===== src/shared/tsm_params.svh =====
// register offsets, field positions and reset values of the split timer
// assumes inclusion by bare name from the package and the core module
`ifndef TSM_PARAMS_SVH
`define TSM_PARAMS_SVH

// register indices, byte address is four times the index
`define TSM_IDX_STAT  10'h080
`define TSM_IDX_MASK  10'h081
`define TSM_IDX_CTRL  10'h088
`define TSM_IDX_MODE  10'h089
`define TSM_IDX_T0LO  10'h08A
`define TSM_IDX_T1LO  10'h08B
`define TSM_IDX_T0HI  10'h08C
`define TSM_IDX_T1HI  10'h08D

// reset values
`define TSM_RST_MODE  8'h00
`define TSM_RST_CTRL  8'h00
`define TSM_RST_STAT  8'h00
`define TSM_RST_MASK  8'h00
`define TSM_RST_CNT   16'h0000

// control register bits
`define TSM_CTL_RUN0  0
`define TSM_CTL_RUN1  1
`define TSM_CTL_FST0  2
`define TSM_CTL_FST1  3

// status and mask bits
`define TSM_ST_OVF0   0
`define TSM_ST_OVF1   1

// pin vector positions
`define TSM_PIN_CNT0  0
`define TSM_PIN_FIRST_TIMER_GATE 1
`define TSM_PIN_CNT1  2
`define TSM_PIN_SECOND_TIMER_GATE 3
`define TSM_NPINS     4

// least byte address width the decoder needs
`define TSM_MIN_ADDR_W 12

`endif


===== src/shared/tsm_pkg.sv =====
// types shared by the split timer core and its bench
// assumes tsm_params.svh sits on the include path
package tsm_pkg;
	`include "tsm_params.svh"

	// timer operating modes
	typedef enum logic [1:0] {
		TSM_M13   = 2'b00,
		TSM_M16   = 2'b01,
		TSM_M8R   = 2'b10,
		TSM_SPLIT = 2'b11
	} tsm_tmode_e;

	// timer mode select register layout, msb first
	typedef struct packed {
		logic       second_timer_gate;
		logic       second_timer_source_select;
		tsm_tmode_e second_timer_mode;
		logic       first_timer_gate;
		logic       first_timer_source_select;
		tsm_tmode_e first_timer_mode;
	} tsm_mode_s;
endpackage

===== src/core/tsm_timer_split.sv =====
// paired counter/timers with split eight-bit mode, avalon-mm slave
// assumes pins are asynchronous and prescale_tick is a clk-domain pulse
`timescale 1ns/1ps
`include "tsm_params.svh"

// Behaviour
// - first timer mode 3 splits into two bytes
// - low byte uses first run, gate, source, flag
// - low byte counts clock ticks or external events
// - high byte counts clock or prescale only
// - high byte runs only with second run bit
// - high byte overflow sets second overflow flag
// - split: second timer no external clock, flag
// - second timer overflow still feeds baud logic
// - split: second timer runs unless mode 3
// - second timer mode 3 never counts
// - mode register fields ordered gate, source, mode
module tsm_timer_split
	import tsm_pkg::*;
#(
	parameter int ADDR_W = 12
) (
	// clock and reset
	input  wire logic              clk,
	input  wire logic              reset_n,
	// avalon-mm slave
	input  wire logic [ADDR_W-1:0] address,
	input  wire logic              read,
	input  wire logic              write,
	input  wire logic [31:0]       writedata,
	output logic      [31:0]       readdata,
	output logic                   waitrequest,
	// timebase and pins
	input  wire logic              prescale_tick,
	input  wire logic              count_pin0,
	input  wire logic              gate_pin0,
	input  wire logic              count_pin1,
	input  wire logic              gate_pin1,
	// events out
	output logic                   baud_overflow,
	output logic                   irq
);

	// refuse address widths that cannot reach the map
	if (ADDR_W < `TSM_MIN_ADDR_W) begin : g_chk
		$error("tsm_timer_split: ADDR_W too small");
	end

	// registers
	tsm_mode_s   mode_r;
	logic [7:0]  ctrl_r, stat_r, mask_r;
	logic [15:0] t0_r, t1_r, t0_nxt, t1_nxt;
	logic [31:0] rdata_r;
	logic        ack_r, baud_r;

	// pin synchronisers
	logic [`TSM_NPINS-1:0] pin_raw, pin_rise;
	logic [`TSM_NPINS-1:0] pin_s1_r, pin_s2_r, pin_s3_r;

	// datapath
	logic        split, wr_en, tick0, tick1, run0;
	logic        lo_inc, hi_inc, t1_run, t1_inc;
	logic        t0_ovf, hi_wrap, t1_ovf, tf0_set, tf1_set;
	logic [9:0]  idx;
	logic [7:0]  wbyte, rd_mux;
	logic [16:0] t0_step, t1_step;

	// one count step for modes 0, 1 and 2; bit 16 flags overflow
	function automatic logic [16:0] tsm_step(input tsm_tmode_e m,
		input logic [15:0] v);
		logic [12:0] c13;
		logic [16:0] r;
		c13 = 13'h0000;
		r   = 17'h00000;
		case (m)
			TSM_M13: begin
				c13 = {v[15:8], v[4:0]} + 13'h0001;
				r = {(v[15:8] == 8'hFF && v[4:0] == 5'h1F),
					c13[12:5], v[7:5], c13[4:0]};
			end
			TSM_M16: begin
				r = {(v == 16'hFFFF), v + 16'h0001};
			end
			TSM_M8R: begin
				r = {(v[7:0] == 8'hFF), v[15:8],
					(v[7:0] == 8'hFF) ? v[15:8] : v[7:0] + 8'h01};
			end
			default: begin
				r = {1'b0, v};
			end
		endcase
		return r;
	endfunction

	// two flops per pin, third flop only for edge detection
	assign pin_raw[`TSM_PIN_CNT0]  = count_pin0;
	assign pin_raw[`TSM_PIN_FIRST_TIMER_GATE] = gate_pin0;
	assign pin_raw[`TSM_PIN_CNT1]  = count_pin1;
	assign pin_raw[`TSM_PIN_SECOND_TIMER_GATE] = gate_pin1;
	for (genvar i = 0; i < `TSM_NPINS; i++) begin : g_sync
		always_ff @(posedge clk) begin
			if (!reset_n) begin
				pin_s1_r[i] <= 1'b0;
				pin_s2_r[i] <= 1'b0;
				pin_s3_r[i] <= 1'b0;
			end else begin
				pin_s1_r[i] <= pin_raw[i];
				pin_s2_r[i] <= pin_s1_r[i];
				pin_s3_r[i] <= pin_s2_r[i];
			end
		end
		assign pin_rise[i] = pin_s2_r[i] & ~pin_s3_r[i];
	end

	// avalon decode, one wait state on every access
	assign idx         = address[11:2];
	assign wbyte       = writedata[7:0];
	assign waitrequest = (read | write) & ~ack_r;
	assign wr_en       = write & ack_r;
	assign readdata    = rdata_r;

	// timebases: every clock or the prescaled tick
	assign tick0 = ctrl_r[`TSM_CTL_FST0] | prescale_tick;
	assign tick1 = ctrl_r[`TSM_CTL_FST1] | prescale_tick;
	assign split = (mode_r.first_timer_mode == TSM_SPLIT);

	// first timer, also the low byte in split mode
	assign run0 = ctrl_r[`TSM_CTL_RUN0] &
		(~mode_r.first_timer_gate | pin_s2_r[`TSM_PIN_FIRST_TIMER_GATE]);
	assign lo_inc = run0 & (mode_r.first_timer_source_select ?
		pin_rise[`TSM_PIN_CNT0] : tick0);
	// high byte: second run bit, internal timebase only
	assign hi_inc  = split & ctrl_r[`TSM_CTL_RUN1] & tick1;
	assign hi_wrap = hi_inc & (t0_r[15:8] == 8'hFF);
	assign t0_step = tsm_step(mode_r.first_timer_mode, t0_r);
	assign t0_ovf  = split ? (lo_inc & (t0_r[7:0] == 8'hFF))
		: (lo_inc & t0_step[16]);

	// second timer: mode 3 halts it; in split mode the mode is the run
	always_comb begin
		t1_run = 1'b0;
		if (mode_r.second_timer_mode == TSM_SPLIT) begin
			t1_run = 1'b0;
		end else if (split) begin
			t1_run = 1'b1;
		end else begin
			t1_run = ctrl_r[`TSM_CTL_RUN1] & (~mode_r.second_timer_gate |
				pin_s2_r[`TSM_PIN_SECOND_TIMER_GATE]);
		end
	end
	assign t1_inc = t1_run &
		((split | ~mode_r.second_timer_source_select) ? tick1
		: pin_rise[`TSM_PIN_CNT1]);
	assign t1_step = tsm_step(mode_r.second_timer_mode, t1_r);
	assign t1_ovf  = t1_inc & t1_step[16];

	// flag sources; split mode hands the second flag to the high byte
	assign tf0_set = t0_ovf;
	assign tf1_set = split ? hi_wrap : t1_ovf;

	// first timer next value, bus write wins over a count
	always_comb begin
		t0_nxt = t0_r;
		if (split) begin
			if (lo_inc) begin
				t0_nxt[7:0] = t0_r[7:0] + 8'h01;
			end
			if (hi_inc) begin
				t0_nxt[15:8] = t0_r[15:8] + 8'h01;
			end
		end else if (lo_inc) begin
			t0_nxt = t0_step[15:0];
		end
		if (wr_en && idx == `TSM_IDX_T0LO) begin
			t0_nxt[7:0] = wbyte;
		end
		if (wr_en && idx == `TSM_IDX_T0HI) begin
			t0_nxt[15:8] = wbyte;
		end
	end

	// second timer next value
	always_comb begin
		t1_nxt = t1_r;
		if (t1_inc) begin
			t1_nxt = t1_step[15:0];
		end
		if (wr_en && idx == `TSM_IDX_T1LO) begin
			t1_nxt[7:0] = wbyte;
		end
		if (wr_en && idx == `TSM_IDX_T1HI) begin
			t1_nxt[15:8] = wbyte;
		end
	end

	// counters
	always_ff @(posedge clk) begin
		if (!reset_n) begin
			t0_r <= `TSM_RST_CNT;
			t1_r <= `TSM_RST_CNT;
		end else begin
			t0_r <= t0_nxt;
			t1_r <= t1_nxt;
		end
	end

	// mode, control and mask registers
	always_ff @(posedge clk) begin
		if (!reset_n) begin
			mode_r <= `TSM_RST_MODE;
			ctrl_r <= `TSM_RST_CTRL;
			mask_r <= `TSM_RST_MASK;
		end else if (wr_en) begin
			if (idx == `TSM_IDX_MODE) begin
				mode_r <= wbyte;
			end
			if (idx == `TSM_IDX_CTRL) begin
				ctrl_r <= {4'h0, wbyte[3:0]};
			end
			if (idx == `TSM_IDX_MASK) begin
				mask_r <= {6'h00, wbyte[1:0]};
			end
		end
	end

	// sticky flags, write one to clear, a set wins over the clear
	always_ff @(posedge clk) begin
		if (!reset_n) begin
			stat_r <= `TSM_RST_STAT;
		end else begin
			if (wr_en && idx == `TSM_IDX_STAT) begin
				stat_r <= stat_r & ~{6'h00, wbyte[1:0]} |
					{6'h00, tf1_set, tf0_set};
			end else begin
				stat_r <= stat_r | {6'h00, tf1_set, tf0_set};
			end
		end
	end

	// baud event pulse, flops after every second timer overflow
	always_ff @(posedge clk) begin
		if (!reset_n) begin
			baud_r <= 1'b0;
		end else begin
			baud_r <= t1_ovf;
		end
	end
	assign baud_overflow = baud_r;
	assign irq           = |(stat_r & mask_r);

	// read mux, unmapped reads give zero
	always_comb begin
		case (idx)
			`TSM_IDX_STAT: rd_mux = stat_r;
			`TSM_IDX_MASK: rd_mux = mask_r;
			`TSM_IDX_CTRL: rd_mux = ctrl_r;
			`TSM_IDX_MODE: rd_mux = mode_r;
			`TSM_IDX_T0LO: rd_mux = t0_r[7:0];
			`TSM_IDX_T0HI: rd_mux = t0_r[15:8];
			`TSM_IDX_T1LO: rd_mux = t1_r[7:0];
			`TSM_IDX_T1HI: rd_mux = t1_r[15:8];
			default:       rd_mux = 8'h00;
		endcase
	end

	// wait-state toggle and read capture
	always_ff @(posedge clk) begin
		if (!reset_n) begin
			ack_r   <= 1'b0;
			rdata_r <= 32'h00000000;
		end else begin
			ack_r <= (read | write) & ~ack_r;
			if (read && !ack_r) begin
				rdata_r <= {24'h000000, rd_mux};
			end
		end
	end

	logic no_t0_wr, no_t1_wr;
	assign no_t0_wr = !(wr_en && (idx == `TSM_IDX_T0LO ||
		idx == `TSM_IDX_T0HI));
	assign no_t1_wr = !(wr_en && (idx == `TSM_IDX_T1LO ||
		idx == `TSM_IDX_T1HI));
endmodule


===== config.mk =====
export PLATFORM = sky130hd
export DESIGN_NAME = tsm_timer_split
export DESIGN_NICKNAME = d
export VERILOG_FILES = /design/src/shared/tsm_pkg.sv /design/src/core/tsm_timer_split.sv
export VERILOG_INCLUDE_DIRS = /design/src /design/src/shared
export SDC_FILE = /design/constraint.sdc
export NUM_CORES = 1
export LEC_CHECK = 0
export BUFFER_PORTS_ARGS = -buffer_cell sky130_fd_sc_hd__clkbuf_2
export CAP_MARGIN = 20
export CORE_MARGIN = 1
export CORE_UTILIZATION = 55
export DETAILED_ROUTE_END_ITERATION = 10
export GPL_TIMING_DRIVEN = 0
export PLACE_DENSITY = 0.85
export SLEW_MARGIN = 20
export SYNTH_ARGS = -nofsm -noshare
export SYNTH_HDL_FRONTEND = slang
export SYNTH_SLANG_ARGS = --single-unit

===== constraint.sdc =====
create_clock -name clk -period 4 [get_ports clk]
set_input_delay 0.6 -clock clk [delete_from_list [all_inputs] [get_ports clk]]
set_output_delay 0.6 -clock clk [all_outputs]
set_load 0.03 [all_outputs]

==> flow_summary.toml, run 1 <==
[outcome]
outcome = "completed"

[floorplan]
io_pins = 88
floorplan.initialDensity = 0.580
fp.dieW_um = 96.0
die_area_um2 = 9220
rows = 33
fp.coreArea_um2 = 8380
die_height_um = 96.0

[cells_and_area]
syn2layout_area_growth_pct = 12.4
drive_above_1_share = 0.130
final_nets = 778

[timing]
skew_ns = 0.0141
finalSetupTns_ns = 0
setup_viol = 0
fin_crit_ns = 2.89
max_freq_ghz = 0.346
worstMarginPinSlew_ns = 0.842
finalMaxSlewViolations = 0
holdWs_ns = 0.434
rsz0062_at_grt = "no"
hold_viol = 0
maxSlewHeadroom = 0.434
fin_crit_sh = 0.723

[pwr]
p_per_area_nw_per_um2 = 265
p_leak_nw = 2.03
ir_worst_vdd_v = 0.000182

[clock_tree]
cts_tree = "built"
h-tree-depth = 3
clock-root-buffer = "clkbuf_8"
cts_buffer_depth = 2
cts_setup_buffers = 0
path_clk_slew_ns = 0.09
cts_inserted_buffers = 9
clock_sinks = 68
postCtsResizedCells = 0
holdBufCountCts = 0
insertion_delay_ns = 0.35

[worst_setup_path]
crit_type = "flop to flop"
startpoint = "mode_r[1]"
endpoint = "t0_r[3]"
crit_fanout = 10
reg2reg_slack_ns = 1.11
crit_required_ns = 4.24
cp.arrival_ns = 3.13
cp-end-kind = "flop"
worst_setup_path_start_kind = "flop"
r2r_start = "mode_r[1]"
r2r-end = "t0_r[3]"
reg2reg_depth = 9

[synth]
syn_inst = 643
netlist_area_um2 = 4860
synth_ff_type = "dfxtp_1"
synth_top_cells_by_area = "dfxtp_1 28%, mux2i_1 6.6%, nand2_1 4.9%"
ys_seq_area_frac = 0.280
synth_top_area_share = 0.280
yosys_register_bits = 68
ys_top_cells_by_count = "68 x dfxtp_1, 63 x nand2_1, 51 x nor2_1, 46 x o21ai_0, 39 x a21oi_1"
synth-edff-count = 0
syn_avg_cell_area_um2 = 7.56
synthArstFlopShare = 0
yosys_warnings = 0
yosysMostFrequentCell = "dfxtp_1"
synth.distinct_cells = 71
synth_top_cell_by_area = "dfxtp_1"

[drt]
wire_per_inst_um = 19.3
wirelength_um = 15900
drc_errors = 0
drt_iter0_markers = 676
firstDrtPassIters = 6
ant_nets = 0
vias = 5313
viasPerCell = 6.47

[global_route]
grt.total_usage = 0.358
antenna_found_initial = 0
grt_max_degree = 13
grt_pass1_vias = 4827
grt_pass1_wl_um = 24800
globalRouteOverflowTotal = 0

[hold_path]
hp-start = "pin_s1_r[1]"
min_path_type = "flop to flop"

[place]
port_buffers = 34
routabilityCongestion = 0.991
post-dp-hpwl_um = 11800

[flow_run]
cap_violations = 0
power breakdown:
part | total, mW | switching, mW | leakage (nW) | internal (mW)
Combinational | 0.131 | 0.0901 | 1.38 | 0.0410
Clock | 0.634 | 0.285 | 0.102 | 0.349
Sequential | 0.684 | 0.00231 | 0.550 | 0.681
Total | 1.45 | 0.377 | 2.03 | 1.07
cell type report:
cell class	count	area [um2]
Multi-Input combinational cell	511	3160
Fill cell	774	2920
Sequential cell	68	1360
Buffer	68	359
Timing Repair Buffer	34	170
Tap cell	105	131
Clock buffer	9	124
Clock inverter	6	88.8
Inverter	19	71.3
Antenna cell	1	2.50
cell usage in the layout, fill, tap and decap left out, types with 11 or more instances in the layout:
cell type | synthesis | final
buf_4 | 24 | 24
nor3_1 | 20 | 20
nor2_1 | 51 | 51
o21ai_0 | 46 | 46
and2_1 | 13 | 13
clkbuf_1 | 35 | 35
clkbuf_2 | 0 | 34
mux2i_1 | 32 | 32
ha_1 | 14 | 14
dfxtp_1 | 68 | 68
nand2_1 | 63 | 63
conb_1 | 1 | 24
and3_1 | 11 | 11
a21oi_1 | 39 | 39
nand3_1 | 31 | 31
inv_1 | 18 | 18
sequential cells by signal (all words and copies together), names as in the netlist, 4 cells and up:
name,flops
t1_r,16
pin_s1_r,4
ctrl_r,4
pin_s2_r,4
mode_r,8
t0_r,16
readdata,8
worst max-delay path: stages (launching register included):
cell and delay (ns):
dfxtp_1 0.46, ha_1 0.30, clkbuf_1 0.44, clkinv_1 0.48, and4_1 0.29, clkbuf_1 0.19
nand2_1 0.11, o31ai_1 0.07, a221oi_1 0.34, nor2_1 0.09
metrics by stage:
stage                     instance area (um2)  cells  utilization  power (mW)  setup slack (ns)
after floorplan                          4950    666            -       0.788              1.52
after global placement                   5250    805        0.626       0.825              1.17
after detailed placement                 5250    805        0.626       0.827              1.09
after CTS                                5460    820        0.652        1.44              1.21
after global routing                     5460    820        0.652        1.49             0.904
final                                    5460    821        0.652        1.45              1.11
cell families after synthesis:
kind of cell | after synthesis | share of synthesized area
fa+ha+maj | 14 | 0.0360
flops | 68 | 0.280
buf+inv | 87 | 0.0885
other cells | 1 | 0.000771
xor+xnor | 14 | 0.0252
mux | 35 | 0.0752
simple gates | 247 | 0.257
compound gates | 177 | 0.237
worst min-delay path by stage:
stage,endpoint,slack [ns],cells past startpoint
2_1_floorplan,pin_s2_r[0],0.41,1
3_3_place_gp,pin_s2_r[1],0.41,1
3_5_place_dp,pin_s2_r[1],0.42,1
4_1_cts,pin_s2_r[1],0.44,1
5_1_grt,pin_s2_r[1],0.44,1
6_report,pin_s2_r[1],0.43,1
metal layers:
layer / part of all wire / global-route usage / routed length (um)
met1: 0.41 / 0.475 / 6500
met5: 0 / 0 / 0
met2: 0.43 / 0.537 / 6800
met3: 0.12 / 0.0924 / 1860
met4: 0.044 / 0.175 / 701
(Power assumes the default switching activity.)
==> run 2, diff against run 1 <==
--- a/config.mk
+++ b/config.mk
@@ -6,13 +6,14 @@
 export SDC_FILE = /design/constraint.sdc
 export NUM_CORES = 1
 export LEC_CHECK = 0
+export ABC_AREA = 1
 export BUFFER_PORTS_ARGS = -buffer_cell sky130_fd_sc_hd__clkbuf_2
 export CAP_MARGIN = 20
 export CORE_MARGIN = 1
-export CORE_UTILIZATION = 55
+export CORE_UTILIZATION = 52
 export DETAILED_ROUTE_END_ITERATION = 10
 export GPL_TIMING_DRIVEN = 0
-export PLACE_DENSITY = 0.85
+export PLACE_DENSITY = 0.83
 export SLEW_MARGIN = 20
 export SYNTH_ARGS = -nofsm -noshare
 export SYNTH_HDL_FRONTEND = slang
==> constraint.sdc (replaced) <==
create_clock -name clk -period 2.4 [get_ports clk]
set_input_delay 0.36 -clock clk [delete_from_list [all_inputs] [get_ports clk]]
set_output_delay 0.36 -clock clk [all_outputs]
set_load 0.03 [all_outputs]
==> run 2 against run 1 <==
Net effect: register-to-register slack got worse by 0.96 ns; non-clock buffer count decreased by 19; critical endpoint is now t0_r[8]; clock skew decreased by 0.0045 ns; worst setup slack got worse by 0.96 ns; largest cell class unchanged; clock-buffer cell count unchanged; first-iteration DRC count increased by 13%; via count increased by 16%.
==> flow_summary.toml, run 2 <==
[outcome]
outcome = "completed"

[drt]
firstDrtPassIters = 7
ant_nets = 0
drc_errors = 0
wire_per_inst_um = 15.3
wirelength_um = 16900
vias = 6146
viasPerCell = 5.56
drt_iter0_markers = 767

[place]
post-dp-hpwl_um = 12900
routabilityCongestion = 1.00
port_buffers = 35

[clock_tree]
h-tree-depth = 3
insertion_delay_ns = 0.38
path_clk_slew_ns = 0.08
postCtsResizedCells = 0
cts_setup_buffers = 0
clock_sinks = 68
clock-root-buffer = "clkbuf_8"
cts_inserted_buffers = 9
cts_tree = "built"
cts_buffer_depth = 2
holdBufCountCts = 0

[pwr]
total_power_mw = 2.38
ir_worst_vdd_v = 0.000409
p_per_area_nw_per_um2 = 391
p_leak_nw = 2.78

[synth]
synthXorXnorAreaFrac = 0.0161
muxShareOfSynthArea = 0
synth_top_cell_by_area = "dfxtp_1"
yosys_warnings = 0
synth_top_area_share = 0.250
syn_inst = 896
yosysMostFrequentCell = "nand2_1"
synth_top_family_by_area = "simple AND/OR/NAND/NOR gates"
synth_compound_area_frac = 0.152
yosys_register_bits = 68
synthArstFlopShare = 0
yosys.area_share.simple = 0.412
synth_ff_type = "dfxtp_1"
syn_avg_cell_area_um2 = 6.08
synth_top_cells_by_area = "dfxtp_1 25%, nand2_1 14%, nor2_1 8.2%"
netlist_area_um2 = 5450
ys_seq_area_frac = 0.250
yosys.area_share.adder = 0.0321
synth.distinct_cells = 44
synth-edff-count = 0
ys_top_cells_by_count = "205 x nand2_1, 119 x nor2_1, 109 x inv_1, 85 x nand3_1, 68 x dfxtp_1"

[worst_setup_path]
crit_type = "flop to flop"
cp.arrival_ns = 2.50
worst_setup_path_start_kind = "flop"
crit_required_ns = 2.64
crit_top_cell = "nor2_1"
cpPeakStageDelay_ns = 0.44
crit_path_top_delay_cell = "nor3_1"
cp-end-kind = "flop"
worst_path_dominant_cell_family = "simple AND/OR/NAND/NOR gates"
crit_fanout = 10
crit_buf_inv = 2
cp_cell_sequence = "inv_1 -> ha_1 -> buf_2 -> nor2_1 -> nor3_1 -> nand2_1 -> nand2_1 -> o21ai_0 -> nor2_1 -> nor2_1"

[timing]
fin_crit_ns = 2.26
setup_viol = 0
skew_ns = 0.00965
worstMarginPinSlew_ns = 0.651
hold_viol = 0
finalSetupTns_ns = 0
fin_crit_sh = 0.940
finalMaxSlewViolations = 0
rsz0062_at_grt = "no"
maxSlewHeadroom = 0.563
max_freq_ghz = 0.443

[floorplan]
fp.dieW_um = 104
rows = 37
floorplan.initialDensity = 0.533
die_height_um = 104
fp.coreArea_um2 = 10200
die_area_um2 = 10900
io_pins = 88

[global_route]
grt_max_degree = 15
antenna_found_initial = 0
grt_pass1_vias = 5272
grt_pass1_wl_um = 26500
globalRouteOverflowTotal = 0
grt.total_usage = 0.309

[cells_and_area]
syn2layout_area_growth_pct = 11.7
n_antenna_cell = 0
final_nets = 1032
final_common_cell = "nand2_1"
reg.largest.list = "t0_r: 16 flops, t1_r: 16 flops"
drive_above_1_share = 0.137
layout_common_cells = "205 x nand2_1, 119 x nor2_1, 109 x inv_1, 85 x nand3_1, 68 x dfxtp_1"

[hold_path]
min_path_type = "input port to flop"

[flow_run]
cap_violations = 0
==> run 2: cell type report <==
class                           instances  area [um2]
Multi-Input combinational cell        687        3430
Tap cell                              136         170
Clock inverter                          7        80.1
Buffer                                 48         305
Sequential cell                        68        1360
Inverter                              116         438
Clock buffer                            9         124
Fill cell                            1047        4150
Timing Repair Buffer                   35         175
==> run 2: worst paths after layout <==
path	from	slack, ns	end	cells after the start
worst max-delay path	mode_r[1]	0.14	t0_r[8]	10
worst min-delay path	count_pin1	0.16	pin_s1_r[2]	3
worst max register to register	mode_r[1]	0.14	t0_r[8]	10
worst min register to register	pin_s1_r[3]	0.42	pin_s2_r[3]	2
==> run 2: routing by layer <==
metal | share of wire | vias up | global-route usage
li1 | - | 3011 | -
met1 | 0.43 | 2719 | 0.429
met2 | 0.43 | 364 | 0.461
met3 | 0.11 | 52 | 0.0627
met4 | 0.032 | 0 | 0.135
met5 | 0 | - | 0
==> run 2: power by group <==
part / internal (mW) / switching, mW / leakage, nW
combinational: 0.0640 / 0.171 / 2.14
sequential: 1.14 / 0.00353 / 0.550
clock: 0.492 / 0.515 / 0.0968
==> run 2: metrics by stage <==
step / cells / hold WS, ns / setup slack (ns) / cell area (um2) / utilization
after floorplan: 919 / 0.390 / 0.726 / 5540 / -
after global placement: 1090 / 0.393 / 0.288 / 5880 / 0.575
after detailed placement: 1090 / 0.396 / 0.276 / 5880 / 0.575
after CTS: 1106 / 0.165 / 0.248 / 6080 / 0.595
after global routing: 1106 / 0.157 / 0.0233 / 6080 / 0.595
final: 1106 / 0.161 / 0.144 / 6080 / 0.595
==> run 2: kinds of logic (layout without fill, tap and decap cells) <==
group / Yosys count / count (layout)
adder cells (fa/ha/maj): 14 / 14
AND/OR/NAND/NOR: 488 / 488
flip-flops: 68 / 68
AO/OA/AOI/OAI: 151 / 151
buffers and inverters: 164 / 215
XOR/XNOR: 10 / 10
other: 1 / 24
==> run 2: tightest hold or removal path, delay by kind of cell <==
| family | cells | cell delay, ns |
|---|---|---|
| buffers and inverters | 2 | 0.11 |
| AND/OR/NAND/NOR | 1 | 0.04 |
